`config.mk`:
```
export PLATFORM = sky130hd
export DESIGN_NAME = wrf_regs
export DESIGN_NICKNAME = d
export VERILOG_FILES = /design/src/wrf_pkg.sv /design/src/wrf_regs.sv
export VERILOG_INCLUDE_DIRS = /design/src /design/src/src
export SDC_FILE = /design/constraint.sdc
export NUM_CORES = 1
export LEC_CHECK = 0
export BUFFER_PORTS_ARGS = -buffer_cell sky130_fd_sc_hd__buf_2
export CAP_MARGIN = 40
export CORE_MARGIN = 2
export CORE_UTILIZATION = 51
export DETAILED_ROUTE_END_ITERATION = 7
export PLACE_DENSITY = 0.89
export SLEW_MARGIN = 20
export SYNTH_ARGS = -nofsm -noshare
export SYNTH_HDL_FRONTEND = slang
export SYNTH_SLANG_ARGS = --single-unit
```
`constraint.sdc`:
```
create_clock -name sys_clk_i -period 6.25 [get_ports sys_clk_i]
set_clock_uncertainty 0.1 [all_clocks]
set_input_delay 1.25 -clock sys_clk_i [delete_from_list [all_inputs] [get_ports sys_clk_i]]
set_output_delay 1.25 -clock sys_clk_i [all_outputs]
set_load 0.01 [all_outputs]
```
`src/wrf_defs.svh`:
```
`ifndef WRF_DEFS_SVH
`define WRF_DEFS_SVH

// ----------------------------------------
// Register indices and byte addresses
// ----------------------------------------
`define WRF_IDX_CTRL 8'h05
`define WRF_IDX_RING 8'h06
`define WRF_IDX_HASH0 8'h08
`define WRF_ADDR_CTRL 8'h14
`define WRF_ADDR_RING 8'h18
`define WRF_ADDR_HASH0 8'h20
`define WRF_ADDR_HASH_MASK 8'hf0

// ----------------------------------------
// Field positions
// ----------------------------------------
`define WRF_BIT_SUSPEND 0
`define WRF_BIT_MODE 1
`define WRF_BIT_FORCE 2
`define WRF_BIT_UNMASK 3
`define WRF_BIT_RECEIVED 4
`define WRF_TXLEN_LSB 12
`define WRF_RXLEN_LSB 8
`define WRF_HASH_WORDS 4

// ----------------------------------------
// Reset values
// ----------------------------------------
`define WRF_RST_BIT 1'b0
`define WRF_RST_LEN 4'h0
`define WRF_RST_WORD 16'h0000
`define WRF_RST_DATA 32'h0000_0000

`endif

```
`src/wrf_pkg.sv`:
```
package wrf_pkg;

  typedef logic [15:0] wrf_word_t;
  typedef logic [3:0] wrf_len_t;
  typedef logic [7:0] wrf_addr_t;

endpackage

```
`src/wrf_regs.sv`:
```
`timescale 1ns/1ps
`default_nettype none
`include "wrf_defs.svh"

// Behaviour
// - Suspend request clears on reset pin, reset-register read or stop; always accessible.
// - Mode bit is needed only for pin-started detection; force-enable alone also enters it; mode alone starts nothing.
// - With mode set, sleep pin becomes detection enable, not power-down request.
// - Mode bit always accessible; cleared only by reset pin or reset-register read.
// - Force-enable bit enters detection; always accessible; cleared by reset or reset read.
// - Received flag raises interrupt only while unmask bit is set.
// - Unmask bit clears on reset pin, reset-register read or stop.
// - Received flag sets when a complete wake-up frame is recognised.
// - Initialization copies transmit ring length code into bits 15:12.
// - Initialization copies receive ring length code into bits 11:8.
// - Ring length readable only in stop or suspend; writes have no effect.
// - Transmit ring length defined only after initialization.
// - Receive ring length defined only after initialization.
// - Ring length bits 7:0 read as zero.
// - Hash filter is four 16-bit words, low word first.
// - Hash filter loads from initialization block or host write.
// - Hash filter accessible only in stop or suspend.
// - Suspend request set only while stop is zero; reads one once suspended.
module wrf_regs (
  // Clock and reset
  input wire logic sys_clk_i,
  input wire logic rstn_i,
  // AHB-Lite slave
  input wire logic hsel_i,
  input wire logic [31:0] haddr_i,
  input wire logic [1:0] htrans_i,
  input wire logic hwrite_i,
  input wire logic [2:0] hsize_i,
  input wire logic [31:0] hwdata_i,
  input wire logic hready_i,
  output logic hreadyout_o,
  output logic hresp_o,
  output logic [31:0] hrdata_o,
  // Device control context
  input wire logic stop_i,
  input wire logic reset_reg_rd_i,
  input wire logic suspended_i,
  output logic suspend_req_o,
  // Sleep pin and wake-up detection
  input wire logic sleep_n_i,
  input wire logic wake_frame_seen_i,
  output logic power_down_req_o,
  output logic wake_detect_en_o,
  output logic wake_irq_o,
  // Initialization block load
  input wire logic init_load_i,
  input wire logic [3:0] init_tx_len_i,
  input wire logic [3:0] init_rx_len_i,
  input wire logic [63:0] init_hash_i,
  output logic [63:0] hash_filter_o
);

  // ----------------------------------------
  // State
  // ----------------------------------------
  logic suspend_q;
  logic mode_q;
  logic force_q;
  logic unmask_q;
  logic received_q;
  logic received_d;
  logic init_done_q;
  wrf_pkg::wrf_len_t tx_len_q;
  wrf_pkg::wrf_len_t rx_len_q;
  wrf_pkg::wrf_word_t hash_q [`WRF_HASH_WORDS];
  logic wr_q;
  logic rd_wait_q;
  wrf_pkg::wrf_addr_t addr_q;
  logic [31:0] hrdata_q;
  logic sleep_meta_q;
  logic sleep_sync_q;

  // ----------------------------------------
  // Bus decode
  // ----------------------------------------
  wire logic accept = hsel_i & hready_i & htrans_i[1];
  wire logic hi_zero = (haddr_i[31:8] == 24'h000000);
  wire logic wr_ctrl = wr_q & (addr_q == `WRF_ADDR_CTRL);
  wire logic hash_hit = ((addr_q & `WRF_ADDR_HASH_MASK) == `WRF_ADDR_HASH0);
  wire logic [1:0] hash_sel = addr_q[3:2];
  wire logic access_ok = stop_i | suspended_i;
  wire logic soft_clear = reset_reg_rd_i;
  wire logic [15:0] ctrl_rd = {11'h000, received_q, unmask_q, force_q, mode_q, suspend_q & suspended_i};
  wire logic [15:0] ring_rd = (access_ok & init_done_q) ? {tx_len_q, rx_len_q, 8'h00} : `WRF_RST_WORD;
  wire logic [15:0] hash_rd = access_ok ? hash_q[hash_sel] : `WRF_RST_WORD;
  wire logic [15:0] rd_word = (addr_q == `WRF_ADDR_CTRL) ? ctrl_rd :
                              (addr_q == `WRF_ADDR_RING) ? ring_rd :
                              hash_hit ? hash_rd : `WRF_RST_WORD;

  assign hreadyout_o = ~rd_wait_q;
  assign hresp_o = 1'b0;
  assign hrdata_o = hrdata_q;

  // ----------------------------------------
  // Bus phases
  // ----------------------------------------
  // Reads take one wait state so a write just before is already visible.
  always_ff @(posedge sys_clk_i or negedge rstn_i) begin
    if (!rstn_i) begin
      wr_q <= 1'b0;
      rd_wait_q <= 1'b0;
      addr_q <= 8'h00;
    end else begin
      wr_q <= accept & hwrite_i & hi_zero;
      rd_wait_q <= accept & ~hwrite_i;
      if (accept) begin
        addr_q <= hi_zero ? haddr_i[7:0] : 8'hff;
      end
    end
  end

  always_ff @(posedge sys_clk_i or negedge rstn_i) begin
    if (!rstn_i) begin
      hrdata_q <= `WRF_RST_DATA;
    end else if (rd_wait_q) begin
      hrdata_q <= {16'h0000, rd_word};
    end
  end

  // ----------------------------------------
  // Sleep pin synchroniser
  // ----------------------------------------
  always_ff @(posedge sys_clk_i or negedge rstn_i) begin
    if (!rstn_i) begin
      sleep_meta_q <= 1'b1;
      sleep_sync_q <= 1'b1;
    end else begin
      sleep_meta_q <= sleep_n_i;
      sleep_sync_q <= sleep_meta_q;
    end
  end

  // Mode alone does not start detection: it needs the pin or force-enable.
  assign wake_detect_en_o = force_q | (mode_q & ~sleep_sync_q);
  assign power_down_req_o = ~mode_q & ~sleep_sync_q;
  assign wake_irq_o = received_q & unmask_q;
  assign suspend_req_o = suspend_q;

  // ----------------------------------------
  // Control and wake bits
  // ----------------------------------------
  always_ff @(posedge sys_clk_i or negedge rstn_i) begin
    if (!rstn_i) begin
      suspend_q <= `WRF_RST_BIT;
    end else if (soft_clear | stop_i) begin
      suspend_q <= 1'b0;
    end else if (wr_ctrl) begin
      suspend_q <= hwdata_i[`WRF_BIT_SUSPEND];
    end
  end

  always_ff @(posedge sys_clk_i or negedge rstn_i) begin
    if (!rstn_i) begin
      mode_q <= `WRF_RST_BIT;
      force_q <= `WRF_RST_BIT;
    end else if (soft_clear) begin
      mode_q <= 1'b0;
      force_q <= 1'b0;
    end else if (wr_ctrl) begin
      mode_q <= hwdata_i[`WRF_BIT_MODE];
      force_q <= hwdata_i[`WRF_BIT_FORCE];
    end
  end

  always_ff @(posedge sys_clk_i or negedge rstn_i) begin
    if (!rstn_i) begin
      unmask_q <= `WRF_RST_BIT;
    end else if (soft_clear | stop_i) begin
      unmask_q <= 1'b0;
    end else if (wr_ctrl) begin
      unmask_q <= hwdata_i[`WRF_BIT_UNMASK];
    end
  end

  // A frame arriving in the clearing cycle is kept: set beats clear.
  always_comb begin
    received_d = received_q;
    if (soft_clear | (wr_ctrl & hwdata_i[`WRF_BIT_RECEIVED])) begin
      received_d = 1'b0;
    end
    if (wake_frame_seen_i) begin
      received_d = 1'b1;
    end
  end

  always_ff @(posedge sys_clk_i or negedge rstn_i) begin
    if (!rstn_i) begin
      received_q <= `WRF_RST_BIT;
    end else begin
      received_q <= received_d;
    end
  end

  // ----------------------------------------
  // Ring length copies
  // ----------------------------------------
  // Host writes never reach these fields.
  always_ff @(posedge sys_clk_i or negedge rstn_i) begin
    if (!rstn_i) begin
      tx_len_q <= `WRF_RST_LEN;
      rx_len_q <= `WRF_RST_LEN;
      init_done_q <= 1'b0;
    end else if (init_load_i) begin
      tx_len_q <= init_tx_len_i;
      rx_len_q <= init_rx_len_i;
      init_done_q <= 1'b1;
    end
  end

  // ----------------------------------------
  // Hash filter words
  // ----------------------------------------
  genvar gi;
  generate
    for (gi = 0; gi < `WRF_HASH_WORDS; gi++) begin : g_hash
      wire logic host_wr = wr_q & hash_hit & access_ok & (hash_sel == 2'(gi));
      always_ff @(posedge sys_clk_i or negedge rstn_i) begin
        if (!rstn_i) begin
          hash_q[gi] <= `WRF_RST_WORD;
        end else if (init_load_i) begin
          hash_q[gi] <= init_hash_i[gi*16 +: 16];
        end else if (host_wr) begin
          hash_q[gi] <= hwdata_i[15:0];
        end
      end
      assign hash_filter_o[gi*16 +: 16] = hash_q[gi];
    end
  endgenerate

endmodule
`default_nettype wire

```
==> metrics, run 1 <==
outcome=complete, no violations; Initial Util=0.5264; Leak Pwr=around 0.0034 uW; Storage cell area=approximately 0.0027 sq mm; Num CTS Buffers=9; DR vias=between 4k and 5k; #FFs+latches synth=~110; residual DRC count=0; Routed WL per cell=20.14 microns; power per cell area=roughly 210 mW/mm^2; Post-DRT Antenna Nets=0; post-layout net count=approximately 780; most frequent cells in the layout=214 x buf_2, 105 x mux2_2, 104 x dfrtp_1, 25 x a21oi_1, 17 x conb_1; worst vdd ir=between 0.0001 and 0.00015 V; Synth warnings=0; cts repair resizes=0; area of the multi-input gates=~0.0026 sq mm; Final Non-Filler Cells=766; Port Buffers=between 200 and 250; fmax=0.3222 GHz; Slew headroom=0.4924; gr usage total=0.2770; Max-Cap Viols=0; Min-Delay Path Class=reg2reg; GP Congestion=a little under 0.9; crit-path cells=buf_4 -> nor2b_1 -> nor3b_4 -> buf_8 -> mux2_2 -> mux2_2; Setup crit start kind=register; fin. max-slew vios=0; gate count of the mapped netlist=around 420; die footprint=around 0.011 sq mm; clk sinks=106; vias per cell=~5.6; initial antenna violation count=1; Tmin final=between 3 and 4 ns; CTS root buffer=clkbuf_8; kind of end point of the critical path=register; RSZ-0062 raised after global routing=false; Main synth FF type=dfrtp_1; crit-path max cell delay=approximately 0.73 ns; Cell variety after synth=40; postcts setup bufs=0; period utilization=0.4966; Detailed Route WL=between 15000 and 20000 microns; Syn Area/Cell=between 10 and 15 sq um; fin area=a little under 0.007 sq mm; core area=0.01032 sq mm; maximum buffer depth of the clock tree=2; worst path required time=~6.4 ns; post-synthesis sequential area ratio=0.4886; Core Util, Final=0.6599; TritonCTS clock tree=yes; asr flop ratio synth=1.000; CTS clock-pin slew for the worst setup and hold paths=about 0.1 ns; Worst EP arrival=about 3.3 ns; Final Hold Vio Count=0; GR Overflow Total=0; most used cell, CP=mux2_2; CP max FO=13; EDFF count, synth=0; io pins=254; vias in the first global route=4418; reg2reg setup slack=approximately 3.1 ns; synthesized area=0.005434 sq mm; Synth-to-Final Area Change=25.37%; commonest non-fill, non-tap cell in the layout=buf_2; CTS Hold Bufs=0; Clock Latency Late Sink=0.37 ns; initial DRC count=approximately 240; Die Width=between 100 and 150 microns; crit path kind=reg2reg; layout cells sized above 1=0.5866; largest net degree at the start of global routing=~60; DP Cell Count=between 700 and 800; htree depth=3; Setup Viol. Count Final=0; Sum Neg Setup Slack=0 ns; Post-DP HPWL=roughly 11000 microns; DIE HEIGHT=107.2 microns; Crit-path slowest cell=dfrtp_1; first drt pass iteration count=4; Cell Rows=37; number of filler cells placed in the layout=between 700 and 800; global-route wire length before repair=24070 microns; placed cell area=roughly 0.0066 sq mm; Worst Tran Pin Value=between 0.7 and 0.8 ns
Yosys cell counts (5+ instances only):
master	instances	area share
a21o_1	13	0.018
a21oi_1	25	0.023
a22o_1	15	0.024
buf_4	18	0.025
clkbuf_1	17	0.012
dfrtp_1	104	0.48
inv_1	5	0.0035
mux2_2	105	0.22
mux4_2	16	0.066
nand2_1	14	0.0097
nor2_1	6	0.0041
nor2b_1	15	0.017
nor4_1	6	0.0069
o22a_1	7	0.011
registers in the layout (all words and copies together), names as in the netlist:
signal         cells
received_q         1
unmask_q           1
hrdata_o          16
suspend_req_o      1
init_done_q        1
sleep_sync_q       1
hash_filter_o     64
sleep_meta_q       1
wr_q               1
addr_q             8
tx_len_q           4
force_q            1
rx_len_q           4
rd_wait_q          1
mode_q             1
worst paths after layout:
path                              startpoint                end  cells past startpoint
min in group asynchronous             rstn_i  hash_filter_o[26]                      1
max in group asynchronous             rstn_i       sleep_meta_q                      3
worst max register to register     addr_q[2]  hash_filter_o[26]                      6
worst min register to register  sleep_meta_q       sleep_sync_q                      0
worst max-delay path               addr_q[2]  hash_filter_o[26]                      6
worst min-delay path            sleep_meta_q       sleep_sync_q                      0
report_power, final:
part | switching, uW | internal, uW
sequential | 35.3 | 733
clock | 229 | 194
combinational | 121 | 141
total | 385 | 1070
routing by layer:
| metal | global-route usage | share of wire |
|---|---|---|
| met3 | 0.05046 | 0.072 |
| met4 | 0.09740 | 0.018 |
| met5 | 0 | 0 |
| met1 | 0.3789 | 0.41 |
| met2 | 0.4453 | 0.50 |
layout make-up:
type / instances / area share
antenna: 1 / 0.0003673
clock buffer: 10 / 0.02020
clock inverter: 4 / 0.007714
inverter: 5 / 0.002755
multi-input combinational: 279 / 0.3780
sequential: 106 / 0.3897
tap: 136 / 0.02498
timing repair buffer: 225 / 0.1763
cells by family (layout without fill, tap and decap cells):
kind of cell	Yosys count	in the layout	synth area share
and+or+nand+nor	69	69	0.08036
other	1	18	0.0006901
DFF	106	106	0.4886
AOI/OAI and AO/OA	65	65	0.08427
buffers and inverters	47	244	0.04858
muxes	128	128	0.2975
per-stage QoR:
stage	power, uW	worst slack, ns	hold slack, ns
final	1453	3.146	0.2610
after global routing	1518	2.943	0.2703
after CTS	1459	3.081	0.2620
after detailed placement	1044	2.903	0.2489
after global placement	1028	2.780	0.2476
after floorplan	916.0	3.452	0.2452
worst max-delay path, delay by kind of cell (launching register included):
| kind | cells | cell delay, ns |
|---|---|---|
| flip-flops | 1 | 0.73 |
| multiplexers | 2 | 0.61 |
| AND/OR/NAND/NOR | 2 | 0.92 |
| buffers and inverters | 2 | 0.61 |
No activity file was read; power rests on OpenSTA's default activity.
==> run 2: changes to the inputs <==
- ABC_AREA: not set -> 1
- CORE_UTILIZATION: 51 -> 44
- PLACE_DENSITY: 0.89 -> 0.8
- clock period: 6.25 -> 2.5 ns (I/O delays scaled with it)
==> run 2 against run 1 <==
Net effect: wire length grew 16%; maximum frequency grew 48%; sequential power grew to 2.5 times the previous value; hold slack lost 0.21 ns; design area grew 10%; critical path type unchanged; critical endpoint is now hash_filter_o[32]; largest cell class is now multi-input combinational cells.
==> metrics, run 2 <==
max reg flops=64 (unchanged); Cell Rows=43 (+16%); commonest non-fill, non-tap cell in the layout=nand2_1; vias per cell=4.834 (-14%); Synth area leaders=dfrtp_1 43%, nand2_1 32%, nand3_1 6.4%, nor2_1 3.9%, buf_4 2.5%; gate count of the mapped netlist=903 (+120%); Post-DRT Antenna Nets=0 (unchanged); fin. max-slew vios=0 (unchanged); CP max FO=18 (+5); Final Hold Vio Count=0 (unchanged); Main synth FF type=dfrtp_1; clk sinks=106 (unchanged); Die Width=121.8 microns (+14%); Leak Pwr=0.004606 uW (+35%); TritonCTS clock tree=yes; CTS root buffer=clkbuf_16; # diodes=0 (-1); Detailed Route WL=17940 microns (+16%); R2R Path Start=addr_q[3]; Worst EP arrival=2.29 ns (-0.98 ns); Port Buffers=216 (unchanged); vias in the first global route=5762 (+30%); R2R Path End=hash_filter_o[32]; Setup crit start kind=register; kind of end point of the critical path=register; Final WS setup=0.4012 ns (-2.745 ns); synthesized area=0.006102 sq mm (+12%); initial antenna violation count=0 (-1); Final Non-Filler Cells=1283 (+67%); pre-CTS WS=0.4407 ns (-2.462 ns); gr usage total=0.2478 (-0.02917); crit path kind=reg2reg; Synth-to-Final Area Change=23.17%; GR Overflow Total=0 (unchanged); CTS clock-pin slew for the worst setup and hold paths=0.07 ns (-0.03 ns); top-area cell type share of the netlist area=0.4265 (-0.05244); EDFF count, synth=0 (unchanged); largest net degree at the start of global routing=70 (+19%); fmax=0.4765 GHz (+48%); commonest cells in the netlist=513 x nand2_1, 104 x dfrtp_1, 78 x nand3_1; Hold WS=0.04944 ns (-0.2115 ns); most frequent cells in the layout=513 x nand2_1, 215 x buf_2, 104 x dfrtp_1, 78 x nand3_1, 63 x nor2_1; Tmin final=2.099 ns (-1.005 ns); post-layout net count=1250 (+61%); Initial Util=0.4448 (-0.08158); DP Cell Count=1267 (+69%); htree depth=3 (unchanged); Synth area leader=dfrtp_1; Setup Viol. Count Final=0 (unchanged); first drt pass iteration count=5 (+1); RSZ-0062 raised after global routing=false; initial DRC count=474 (+100%); Cell variety after synth=24 (-40%); reg2reg setup slack=0.40 ns (-2.75 ns); period utilization=0.8395 (+0.3429); post-synthesis sequential area ratio=0.4351 (-0.05350); worst path required time=2.69 ns (-3.72 ns); power per cell area=552.0 mW/mm^2 (+160%); r2r worst-path depth=6 (unchanged); DIE HEIGHT=121.8 microns (+14%); die footprint=0.01483 sq mm (+29%); layout cells sized above 1=0.2520 (-0.3346); global-route wire length before repair=28540 microns (+19%); #FFs+latches synth=106 (unchanged); Synth warnings=0 (unchanged); cts repair resizes=0 (unchanged); Worst Tran Pin Value=0.7805 ns (+0.01903 ns); Num CTS Buffers=9 (unchanged); asr flop ratio synth=1.000 (unchanged); Clock Latency Late Sink=0.35 ns (-0.02 ns); Design Power=4149 uW (+190%); GP Congestion=0.9018 (+1.1%); CTS Hold Bufs=0 (unchanged); Min-Delay Path Class=in2async; most frequent cell after synthesis=nand2_1; postcts setup bufs=0 (unchanged); Syn Area/Cell=6.758 sq um (-48%); Post-DP HPWL=13590 microns (+19%); worst vdd ir=0.0003259 V (+190%); Sum Neg Setup Slack=0 ns (unchanged); outcome=complete, no violations; core area=0.01372 sq mm (+33%); Routed WL per cell=13.98 microns (-31%); Max-Cap Viols=0 (unchanged); residual DRC count=0 (unchanged); io pins=254 (unchanged); Slew headroom=0.4797 (-0.01269); DR vias=6202 (+44%); maximum buffer depth of the clock tree=2 (unchanged)
-- run 2: critical path, cell delays in order, from the launching register on --
cell and delay [ns]:
dfrtp_1 0.85, nand2_2 0.15, inv_2 0.14, nand4_4 0.31, nand2_4 0.31, nand2_1 0.10, nand2_1 0.07
-- run 2: how the worst max path moves through the flow --
stage	start	to	slack (ns)	cells after the start
after global placement	addr_q[3]	hash_filter_o[35]	0.47	6
after global routing	addr_q[3]	hash_filter_o[55]	0.27	6
after floorplan	rd_wait_q	hreadyout_o	0.91	3
after detailed placement	addr_q[3]	hash_filter_o[32]	0.44	6
after CTS	addr_q[3]	hash_filter_o[32]	0.41	6
final	addr_q[3]	hash_filter_o[32]	0.40	6
-- run 2: cells by family after synthesis --
| family | count (synthesis) | synth area share |
|---|---|---|
| buf+inv | 98 | 0.08489 |
| simple gates | 686 | 0.4695 |
| other cells | 1 | 0.0006145 |
| flops | 106 | 0.4351 |
| compound gates | 12 | 0.009841 |
-- run 2: per-layer routing --
metal | GRT usage | part of all wire | up-vias
met4 | 0.08693 | 0.026 | 0
met5 | 0 | 0 | -
met3 | 0.03137 | 0.065 | 33
li1 | - | - | 3113
met2 | 0.4001 | 0.46 | 268
met1 | 0.3445 | 0.45 | 2788
-- run 2: area by class of cell --
type / count / area (sq um)
clock inverter: 4 / 33.78
fill: 1394 / 6203
clock buffer: 12 / 266.5
tap: 180 / 225.2
sequential: 106 / 2655
timing repair buffer: 226 / 1196
multi-input combinational: 715 / 2989
inverter: 40 / 150.1
-- run 2: per-stage QoR --
step           instance area, sq um  utilization
4_1_cts                        7516       0.5478
3_3_place_gp                   7216       0.5259
6_report                       7516       0.5478
3_5_place_dp                   7216       0.5259
2_1_floorplan                  6162            -
5_1_grt                        7516       0.5478
-- run 2: where the power goes --
group	switching [uW]	internal (uW)	total, uW
clock	642	765	1410
sequential	109	1850	1960
combinational	469	310	779
total	1220	2930	4150
